### src/roc_map.svh
// Register offsets, field positions, reset values and timing counts
`ifndef ROC_MAP_SVH
`define ROC_MAP_SVH

// ==========================================================
// Register byte addresses
`define ROC_A_CTRL     8'h00
`define ROC_A_THR      8'h04
`define ROC_A_DLY      8'h08
`define ROC_A_VRATED   8'h0c
`define ROC_A_STATUS   8'h10
`define ROC_A_IRQ_ST   8'h14
`define ROC_A_IRQ_MASK 8'h18

// ==========================================================
// Field positions
`define ROC_CTRL_EN    0
`define ROC_CTRL_SO    1
`define ROC_ST_START   0
`define ROC_ST_TRIP    1
`define ROC_ST_FVALID  2
`define ROC_ST_VOK     3
`define ROC_EV_ST_ON   0
`define ROC_EV_ST_OFF  1
`define ROC_EV_TR_ON   2
`define ROC_EV_TR_OFF  3

// ==========================================================
// Settings in 0.01 Hz/s and ms
`define ROC_THR_RST    11'sh032
`define ROC_THR_MAX    16'sh01f4
`define ROC_THR_MIN    (-16'sh01f4)
`define ROC_RATIO_BRK  48'sh32
`define ROC_RATIO_HI   48'sh398
`define ROC_RATIO_LO   48'sh3e7
`define ROC_RATIO_DEN  48'sh3e8
`define ROC_SLOPE_SCL  48'sh64
`define ROC_DLY_RST    14'h00c8
`define ROC_DLY_MIN    16'h00c8
`define ROC_DLY_MAX    16'h2710
`define ROC_VRATED_RST 16'h2710
`define ROC_VMIN_PCT   32'h0000000a
`define ROC_PCT_FULL   32'h00000064

// ==========================================================
// Timing
`define ROC_CLK_NS     8
`define ROC_MS_NS      1000000
`define ROC_FILT_MS    100
`define ROC_FILT_CNT   7'h64
`define ROC_HIST_N     3'h5
`define ROC_QUAL_N     3'h4

`endif

### src/roc_pkg.sv
// Types shared by the rate-of-change-of-frequency element
`default_nettype none
package roc_pkg;

	// ==========================================================
	// Carriers
	typedef struct packed {
		logic        wr;
		logic        rd;
		logic [7:0]  addr;
		logic [31:0] wdata;
	} roc_bus_t;

	typedef struct packed {
		logic        stb;
		logic        valid;
		logic [16:0] mhz;
	} roc_freq_t;

	// ==========================================================
	// States
	typedef enum logic [2:0] {
		ROC_IDLE = 3'b001,
		ROC_FILT = 3'b010,
		ROC_ACT  = 3'b100
	} roc_fsm_t;

	typedef struct packed {
		logic [2:0] vcnt;
		logic [2:0] icnt;
		roc_freq_t  out;
	} roc_qual_st_t;

	typedef struct packed {
		logic [16:0] cnt;
		logic        tick;
	} roc_tick_st_t;

	typedef struct packed {
		logic               en;
		logic               so;
		logic signed [10:0] thr;
		logic [13:0]        dly;
		logic [15:0]        vrated;
		logic [3:0]         irq_st;
		logic [3:0]         irq_mask;
		logic [31:0]        rdata;
		roc_fsm_t           fsm;
		logic [6:0]         fcnt;
		logic [13:0]        dcnt;
		logic               start;
		logic               trip;
		logic [3:0]         ev;
		logic [15:0]        ms;
		logic [2:0]         ptr;
		logic [2:0]         fill;
		logic [4:0][16:0]   hf;
		logic [4:0][15:0]   ht;
		logic               sv;
		logic               pick;
		logic               drop;
	} roc_st_t;

endpackage : roc_pkg
`default_nettype wire

### src/roc_ms_tick.sv
// Millisecond tick divider
`include "roc_map.svh"
`timescale 1ns/1ns
`default_nettype none
module roc_ms_tick #(
	parameter int unsigned TICK_CYC = `ROC_MS_NS / `ROC_CLK_NS
) (
	input  wire logic sys_clk_i,
	input  wire logic rst_n_i,
	output var logic  tick_o
);
	roc_pkg::roc_tick_st_t r;
	roc_pkg::roc_tick_st_t n;

	always_comb begin
		n      = r;
		n.tick = 1'b0;
		if (r.cnt == 17'(TICK_CYC - 1)) begin
			n.cnt  = '0;
			n.tick = 1'b1;
		end else begin
			n.cnt = r.cnt + 17'h00001;
		end
	end

	always_ff @(posedge sys_clk_i or negedge rst_n_i) begin
		if (!rst_n_i) begin
			r <= '0;
		end else begin
			r <= n;
		end
	end

	assign tick_o = r.tick;

	tick_period_a: assert property (@(posedge sys_clk_i) disable iff (!rst_n_i)
		$rose(r.tick) |-> $past(r.cnt) == 17'(TICK_CYC - 1))
		else $error("ms tick off period");

endmodule : roc_ms_tick
`default_nettype wire

### src/roc_freq_qual.sv
// Frequency acceptance filter: four valid to accept, four invalid to clear
`include "roc_map.svh"
`timescale 1ns/1ns
`default_nettype none
module roc_freq_qual (
	input  wire logic               sys_clk_i,
	input  wire logic               rst_n_i,
	input  wire roc_pkg::roc_freq_t meas_i,
	output var roc_pkg::roc_freq_t  qual_o
);
	roc_pkg::roc_qual_st_t r;
	roc_pkg::roc_qual_st_t n;

	always_comb begin
		n         = r;
		n.out.stb = 1'b0;
		if (meas_i.stb) begin
			if (meas_i.valid) begin
				n.icnt = '0;
				n.vcnt = (r.vcnt == `ROC_QUAL_N) ? r.vcnt : r.vcnt + 3'h1;
				if (n.vcnt == `ROC_QUAL_N) begin
					n.out.valid = 1'b1;
					n.out.mhz   = meas_i.mhz;
					n.out.stb   = 1'b1;
				end
			end else begin
				n.vcnt = '0;
				n.icnt = (r.icnt == `ROC_QUAL_N) ? r.icnt : r.icnt + 3'h1;
				if (n.icnt == `ROC_QUAL_N) begin
					n.out.valid = 1'b0;
					n.out.mhz   = '0;
				end
			end
		end
	end

	always_ff @(posedge sys_clk_i or negedge rst_n_i) begin
		if (!rst_n_i) begin
			r <= '0;
		end else begin
			r <= n;
		end
	end

	assign qual_o = r.out;

	accept_four_a: assert property (@(posedge sys_clk_i) disable iff (!rst_n_i)
		$rose(r.out.valid) |-> r.vcnt == `ROC_QUAL_N && $past(meas_i.valid))
		else $error("frequency accepted too early");

	clear_four_a: assert property (@(posedge sys_clk_i) disable iff (!rst_n_i)
		$fell(r.out.valid) |-> r.icnt == `ROC_QUAL_N && r.out.mhz == '0)
		else $error("frequency cleared too early");

endmodule : roc_freq_qual
`default_nettype wire

### src/roc_protection.sv
// Rate-of-change-of-frequency protection element with register port
//
// Our own choices: the register offsets and the address-and-strobe port.
`include "roc_map.svh"
`timescale 1ns/1ns
`default_nettype none
module roc_protection #(
	parameter int unsigned MS_CYC = `ROC_MS_NS / `ROC_CLK_NS
) (
	input  wire logic               sys_clk_i,
	input  wire logic               rst_n_i,
	input  wire roc_pkg::roc_bus_t  bus_i,
	output var logic [31:0]         rdata_o,
	input  wire roc_pkg::roc_freq_t freq_i,
	input  wire logic [15:0]        volt_i,
	input  wire logic               block_input_i,
	output var logic                general_start_out_o,
	output var logic                general_trip_out_o,
	output var logic [3:0]          event_o,
	output var logic                irq_o
);
	// ==========================================================
	// Reset release
	logic               rst_meta;
	logic               rst_n;
	roc_pkg::roc_st_t   r;
	roc_pkg::roc_st_t   n;
	roc_pkg::roc_freq_t fq;
	logic               tick;
	logic               vok;
	logic               active;
	logic signed [15:0] wthr;
	logic [15:0]        wdly;
	logic signed [47:0] df;
	logic signed [47:0] num;
	logic signed [47:0] dts;
	logic signed [47:0] thr_s;
	logic signed [47:0] lim;
	logic signed [47:0] an;
	logic signed [47:0] at;
	logic signed [47:0] ratio;
	logic [3:0]         clr;

	always_ff @(posedge sys_clk_i or negedge rst_n_i) begin
		if (!rst_n_i) begin
			rst_meta <= 1'b0;
			rst_n    <= 1'b0;
		end else begin
			rst_meta <= 1'b1;
			rst_n    <= rst_meta;
		end
	end

	roc_ms_tick #(.TICK_CYC(MS_CYC)) u_tick (
		.sys_clk_i (sys_clk_i),
		.rst_n_i   (rst_n),
		.tick_o    (tick)
	);

	roc_freq_qual u_qual (
		.sys_clk_i (sys_clk_i),
		.rst_n_i   (rst_n),
		.meas_i    (freq_i),
		.qual_o    (fq)
	);

	// Product form avoids a divider: volt/rated > 10 percent
	assign vok = 32'(volt_i) * `ROC_PCT_FULL > 32'(r.vrated) * `ROC_VMIN_PCT;
	assign active = r.en && !block_input_i && vok && fq.valid && r.sv;

	// ==========================================================
	// Slope against threshold, cross-multiplied by elapsed ms
	always_comb begin
		df    = 48'($signed({1'b0, fq.mhz})) - 48'($signed({1'b0, r.hf[r.ptr]}));
		num   = df * `ROC_SLOPE_SCL;
		// Gap taken at 16 bits so a wrapped ms counter still gives the true elapsed time
		dts   = 48'(16'(r.ms - r.ht[r.ptr]));
		thr_s = 48'(r.thr);
		lim   = thr_s * dts;
		an    = (num < 0) ? -num : num;
		at    = (thr_s < 0) ? -thr_s : thr_s;
		ratio = (at > `ROC_RATIO_BRK) ? `ROC_RATIO_HI : `ROC_RATIO_LO;
	end

	// ==========================================================
	// Next state
	always_comb begin
		n       = r;
		n.rdata = '0;
		n.ev    = '0;
		clr     = '0;
		wthr    = $signed(bus_i.wdata[15:0]);
		wdly    = bus_i.wdata[15:0];

		if (tick) begin
			n.ms = r.ms + 16'h0001;
		end

		// Register writes; out-of-range settings clamp to the limits
		if (bus_i.wr) begin
			unique case (bus_i.addr)
				`ROC_A_CTRL: begin
					n.en = bus_i.wdata[`ROC_CTRL_EN];
					n.so = bus_i.wdata[`ROC_CTRL_SO];
				end
				`ROC_A_THR: begin
					if (wthr > `ROC_THR_MAX) begin
						n.thr = 11'(`ROC_THR_MAX);
					end else if (wthr < `ROC_THR_MIN) begin
						n.thr = 11'(`ROC_THR_MIN);
					end else begin
						n.thr = 11'(wthr);
					end
				end
				`ROC_A_DLY: begin
					if (wdly > `ROC_DLY_MAX) begin
						n.dly = 14'(`ROC_DLY_MAX);
					end else if (wdly < `ROC_DLY_MIN) begin
						n.dly = 14'(`ROC_DLY_MIN);
					end else begin
						n.dly = 14'(wdly);
					end
				end
				`ROC_A_VRATED: n.vrated = bus_i.wdata[15:0];
				`ROC_A_IRQ_ST: clr = bus_i.wdata[3:0];
				`ROC_A_IRQ_MASK: n.irq_mask = bus_i.wdata[3:0];
				default: ;
			endcase
		end

		// Reads answer in the next cycle; unmapped reads give zero
		if (bus_i.rd) begin
			unique case (bus_i.addr)
				`ROC_A_CTRL: n.rdata = {30'h0, r.so, r.en};
				`ROC_A_THR: n.rdata = 32'(r.thr);
				`ROC_A_DLY: n.rdata = {18'h0, r.dly};
				`ROC_A_VRATED: n.rdata = {16'h0, r.vrated};
				`ROC_A_STATUS: n.rdata = {28'h0, vok, fq.valid, r.trip, r.start};
				`ROC_A_IRQ_ST: n.rdata = {28'h0, r.irq_st};
				`ROC_A_IRQ_MASK: n.rdata = {28'h0, r.irq_mask};
				default: n.rdata = '0;
			endcase
		end

		// Five-period history ring; the slot about to be reused is the old sample
		if (!fq.valid) begin
			n.fill = '0;
			n.sv   = 1'b0;
		end else if (fq.stb) begin
			n.hf[r.ptr] = fq.mhz;
			n.ht[r.ptr] = r.ms;
			n.ptr       = (r.ptr == `ROC_HIST_N - 3'h1) ? 3'h0 : r.ptr + 3'h1;
			n.fill      = (r.fill == `ROC_HIST_N) ? r.fill : r.fill + 3'h1;
			if (r.fill == `ROC_HIST_N) begin
				n.sv   = 1'b1;
				n.pick = (thr_s >= 0) ? (num > lim) : (num < lim);
				n.drop = an * `ROC_RATIO_DEN < ratio * at * dts;
			end
		end

		// Criterion, 100 ms filter, delay timer from onset
		unique case (r.fsm)
			roc_pkg::ROC_IDLE: begin
				n.fcnt = '0;
				n.dcnt = '0;
				if (active && r.pick) begin
					n.fsm = roc_pkg::ROC_FILT;
				end
			end
			roc_pkg::ROC_FILT: begin
				if (!active || r.drop) begin
					n.fsm = roc_pkg::ROC_IDLE;
					n.dcnt = '0;
				end else if (tick) begin
					n.fcnt = r.fcnt + 7'h01;
					n.dcnt = r.dcnt + 14'h0001;
					if (n.fcnt == `ROC_FILT_CNT) begin
						n.fsm = roc_pkg::ROC_ACT;
					end
				end
			end
			roc_pkg::ROC_ACT: begin
				if (!active || r.drop) begin
					n.fsm = roc_pkg::ROC_IDLE;
					n.dcnt = '0;
				end else if (tick && r.dcnt != 14'h3fff) begin
					n.dcnt = r.dcnt + 14'h0001;
				end
			end
			default: n.fsm = roc_pkg::ROC_IDLE;
		endcase

		n.start = (n.fsm == roc_pkg::ROC_ACT);
		n.trip  = n.start && !r.so && (n.dcnt >= r.dly);

		// Events: set wins over a same-cycle clear
		n.ev[`ROC_EV_ST_ON]  = n.start && !r.start;
		n.ev[`ROC_EV_ST_OFF] = !n.start && r.start;
		n.ev[`ROC_EV_TR_ON]  = n.trip && !r.trip;
		n.ev[`ROC_EV_TR_OFF] = !n.trip && r.trip;
		n.irq_st = (r.irq_st & ~clr) | n.ev;
	end

	always_ff @(posedge sys_clk_i or negedge rst_n) begin
		if (!rst_n) begin
			r        <= '0;
			r.fsm    <= roc_pkg::ROC_IDLE;
			r.thr    <= `ROC_THR_RST;
			r.dly    <= `ROC_DLY_RST;
			r.vrated <= `ROC_VRATED_RST;
		end else begin
			r <= n;
		end
	end

	// ==========================================================
	// Outputs
	assign rdata_o             = r.rdata;
	assign general_start_out_o = r.start;
	assign general_trip_out_o  = r.trip;
	assign event_o             = r.ev;
	assign irq_o               = |(r.irq_st & r.irq_mask);

	// ==========================================================
	// Checks
	off_quiet_a: assert property (@(posedge sys_clk_i) disable iff (!rst_n)
		!r.en |=> !r.start && !r.trip)
		else $error("output while disabled");

	start_only_a: assert property (@(posedge sys_clk_i) disable iff (!rst_n)
		r.so |=> !r.trip)
		else $error("trip while start only");

	thr_range_a: assert property (@(posedge sys_clk_i) disable iff (!rst_n)
		r.thr >= 11'(`ROC_THR_MIN) && r.thr <= 11'(`ROC_THR_MAX))
		else $error("threshold out of range");

	dly_range_a: assert property (@(posedge sys_clk_i) disable iff (!rst_n)
		r.dly >= 14'(`ROC_DLY_MIN) && r.dly <= 14'(`ROC_DLY_MAX))
		else $error("delay out of range");

	block_quiet_a: assert property (@(posedge sys_clk_i) disable iff (!rst_n)
		block_input_i |=> !r.start && !r.trip)
		else $error("output while blocked");

	trip_time_a: assert property (@(posedge sys_clk_i) disable iff (!rst_n)
		$rose(r.trip) |-> r.start && r.dcnt == r.dly && r.dcnt > 14'(`ROC_FILT_CNT))
		else $error("trip at wrong delay");

	filt_done_a: assert property (@(posedge sys_clk_i) disable iff (!rst_n)
		$rose(r.start) |-> r.fcnt == `ROC_FILT_CNT && $past(r.fsm) == roc_pkg::ROC_FILT)
		else $error("start before filter time");

	trip_clear_a: assert property (@(posedge sys_clk_i) disable iff (!rst_n)
		$fell(r.start) |-> !r.trip && r.dcnt == '0)
		else $error("timer kept after drop");

	event_flag_a: assert property (@(posedge sys_clk_i) disable iff (!rst_n)
		$changed(r.trip) |-> r.irq_st[`ROC_EV_TR_ON] || r.irq_st[`ROC_EV_TR_OFF])
		else $error("trip edge without event");

	start_on_ev_a: assert property (@(posedge sys_clk_i) disable iff (!rst_n)
		$rose(r.start) |-> r.ev[`ROC_EV_ST_ON] && r.irq_st[`ROC_EV_ST_ON])
		else $error("start rise without event");

	start_off_ev_a: assert property (@(posedge sys_clk_i) disable iff (!rst_n)
		$fell(r.start) |-> r.ev[`ROC_EV_ST_OFF] && r.irq_st[`ROC_EV_ST_OFF])
		else $error("start fall without event");

	irq_sticky_a: assert property (@(posedge sys_clk_i) disable iff (!rst_n)
		$fell(r.irq_st[`ROC_EV_TR_ON]) |-> $past(bus_i.wr) && $past(bus_i.addr) == `ROC_A_IRQ_ST)
		else $error("event flag lost without clear");

	vok_quiet_a: assert property (@(posedge sys_clk_i) disable iff (!rst_n)
		!vok || !fq.valid |=> !r.start && !r.trip)
		else $error("output without voltage or frequency");

	pick_entry_a: assert property (@(posedge sys_clk_i) disable iff (!rst_n)
		r.fsm == roc_pkg::ROC_FILT && $past(r.fsm) == roc_pkg::ROC_IDLE |-> $past(r.pick))
		else $error("filter entered without pick");

	drop_exit_a: assert property (@(posedge sys_clk_i) disable iff (!rst_n)
		r.fsm == roc_pkg::ROC_ACT && r.drop |=> r.fsm == roc_pkg::ROC_IDLE)
		else $error("start kept after drop-off");

endmodule : roc_protection
`default_nettype wire

### config.mk
export PLATFORM = sky130hd
export DESIGN_NAME = roc_protection
export DESIGN_NICKNAME = d
export VERILOG_FILES = /design/src/roc_pkg.sv /design/src/roc_ms_tick.sv /design/src/roc_freq_qual.sv /design/src/roc_protection.sv
export VERILOG_INCLUDE_DIRS = /design/src
export SDC_FILE = /design/constraint.sdc
export NUM_CORES = 2
export LEC_CHECK = 0
export BUFFER_PORTS_ARGS = -buffer_cell sky130_fd_sc_hd__buf_4
export CORE_UTILIZATION = 60
export DETAILED_ROUTE_END_ITERATION = 8
export PLACE_DENSITY = 0.91
export SKIP_CTS_REPAIR_TIMING = 1
export SLEW_MARGIN = 10
export SYNTH_ARGS = -nofsm -noshare
export SYNTH_HDL_FRONTEND = slang
export SYNTH_HIERARCHICAL = 1
export SYNTH_SLANG_ARGS = --single-unit
### constraint.sdc
create_clock -name sys_clk_i -period 9.5 [get_ports sys_clk_i]
set_clock_uncertainty 0.1 [all_clocks]
set_input_delay 1.425 -clock sys_clk_i [delete_from_list [all_inputs] [get_ports sys_clk_i]]
set_output_delay 1.425 -clock sys_clk_i [all_outputs]
set_load 0.1 [all_outputs]
==> results.toml <==
[sta]
slew_violations = 0
rsz0062_at_grt = "yes"
fmax_mhz = 64.61
max_slew_margin_pct = 6.312
setup_viol = 2
min_period_over_period_pct = 162.9
hold_viol_final = 0
fin_ws_ns = -5.977
setup_total_negative_slack_ns = -9.560
worst_pin_slew_ns = 1.391
fin_crit_ns = 15.48

[place]
gp_congestion = 0.9936
port_buffers = 102
dp_slack_ns = -4.939
hpwl_um = 159200

[synthesis]
ys_ff_latch = 333
yosysSeqAreaShare_pct = 12.48
syn-cell-area_um2 = 66870
yosysUniqueCellTypes = 102
yosys.area.top_type = "fa_1"
async_flop_share_pct = 100.0
synthTopCellsByArea = "fa_1 34%, ha_1 13%, dfrtp_1 12%"
synthFlopType = "dfrtp_1"
synth_top_area_share_pct = 33.77
synth_edf_count = 0
ys_warn_count = 6
synthCells = 7232
avgSynthCellArea_um2 = 9.246

[flow_run]
max_cap_viol_count = 0

[floorplan]
core_um2 = 110500
die_area_um2 = 112800
ios = 119
die_w_um = 335.8
chipHeight_um = 335.8
initial_core_util_pct = 60.50
rows = 122

[outcome]
failed_checks = "design-rule violations, negative setup slack"
outcome = "finished, violations left"

[clock_tree]
clock_latency_ns = 0.64
numCtsBuffers = 37
clk_pin_slew_ns = 0.07
cts_sinks = 333
cts_tree = "done"
h-tree-depth = 2
cts-root-buf = "clkbuf_16"
cts_max_path_buffers = 3

[critical_path]
start_kind = "register"
cpMostUsedCell = "a21oi_1"
worst_path_largest_cell_delay_ns = 0.85
critPathKind = "register to register"
worstPathArrival_ns = 15.89
crit_required_ns = 9.91
crit_path_end_kind = "register"
cp_slowest_cell = "mux2i_1"
worstPathMaxFanout = 9

[layout]
final_cell_mix = "1478 x inv_1, 1124 x fa_1, 1012 x buf_4"
fillers = 6775
area_growth_pct = 19.77
finalNetCount = 10379
final_common_cell = "inv_1"
drive_gt1_share_pct = 18.41

[global_route]
grt.overflow.total = 0
grt_pass1_vias = 64460
grt_max_degree = 87
grt_use_total_pct = 37.68
grt_first_pass_wirelength_um = 332000
antenna_found_initial = 28

[detailed_routing]
wl_met1_um = 71530
drc = 9
met2WireLength_um = 102200
wl_met3_um = 33310
first_pass_iters = 9
drt_iter0_drc = 7581
ant_nets = 0
vias_per_cell = 6.086
wl_um = 230800
avgRoutedWirePerCell_um = 23.12
dr_total_vias = 60771
highest_layer = "met5"

[min_path]
min_path_type = "register to async pin"
## routing by layer
layer / track usage (%) / vias to the layer above
met3: 10.57 / 2027
met4: 26.64 / 30
met1: 42.33 / 29053
li1: - / 24675
met5: 0 / -
met2: 61.96 / 4986
## cell type report
class,instances,area (µm²),share of cell area [%]
diodes,19,47.55,0.05937
clock buffers,49,1072,1.339
clock inverters,18,245.2,0.3062
inverters,1487,5584,6.973
multi-input cells,5530,54330,67.84
flip-flops and latches,333,8356,10.43
well taps,1488,1862,2.325
repair buffers,1062,8592,10.73
## cell families (layout without fill, tap and decap cells)
| logic type | count (synthesis) | count (layout) | share of synthesized area [%] |
|---|---|---|---|
| mux | 267 | 267 | 4.405 |
| compound gates | 944 | 944 | 9.040 |
| xor+xnor | 371 | 371 | 4.955 |
| other cells | 2 | 428 | 0.01123 |
| fa+ha+maj | 1848 | 1848 | 47.24 |
| simple gates | 1691 | 1691 | 11.52 |
| flops | 333 | 333 | 12.48 |
| buf+inv | 1776 | 2616 | 10.34 |
## per-stage QoR
| step | instance area (µm²) | std cells | hold WS [ns] | util [%] |
|---|---|---|---|---|
| floorplan | 68860 | 7639 | 0.2311 | - |
| global placement | 77690 | 9863 | 0.06325 | 70.30 |
| detailed placement | 77690 | 9863 | 0.06472 | 70.30 |
| CTS | 79010 | 9930 | 0.07704 | 71.49 |
| global route | 80060 | 9975 | 0.08520 | 72.44 |
| finish | 80090 | 9986 | 0.07089 | 72.47 |
## cells in the mapped netlist (all sizes together), types with 15 or more instances
library cell / count
a21boi: 20
mux2i: 76
nor3b: 15
o21ai: 227
xor2: 131
and3: 38
o21bai: 36
mux2: 188
clkbuf: 208
a22o: 19
o21a: 51
nor2: 502
nor2b: 68
a21oi: 292
buf: 81
nand3: 61
nor3: 51
nand2: 652
o2bb2ai: 17
a21o: 110
nand2b: 94
and2: 100
dfrtp: 321
or3: 16
xnor2: 237
ha: 720
nand4: 45
fa: 1128
a211oi: 18
a31oi: 21
inv: 1487
## worst max-delay path: cells and delay by family (launching register included)
kind | cells | cell delay [ns]
adders and majority gates | 10 | 3.93
AOI/OAI and AO/OA | 33 | 6.42
DFF | 1 | 0.52
muxes | 2 | 1.21
buffers and inverters | 9 | 1.20
xor gates and xnor gates | 2 | 0.55
and+or+nand+nor | 9 | 1.45
## final timing paths
kind / start / to / slack, ns / cells past startpoint
max in group asynchronous: rst_n$_DFF_PN0_ / async pin / 6.78 / 2
hold reg to reg: rst_n$_DFF_PN0_ / u_tick/r[10]$_DFF_PN0_ / 0.07 / 0
setup / recovery: r[171]$_DFFE_PN0P_ / r[0]$_DFFE_PN0P_ / -5.98 / 65
setup reg to reg: r[171]$_DFFE_PN0P_ / r[0]$_DFFE_PN0P_ / -5.98 / 65
min in group sys_clk_i: rst_meta$_DFF_PN0_ / rst_n$_DFF_PN0_ / 0.26 / 0
hold / removal: rst_n$_DFF_PN0_ / u_tick/r[10]$_DFF_PN0_ / 0.07 / 0
Power is not shown: default switching activity piles up to over one toggle a cycle in this logic, so the estimate is an artifact.
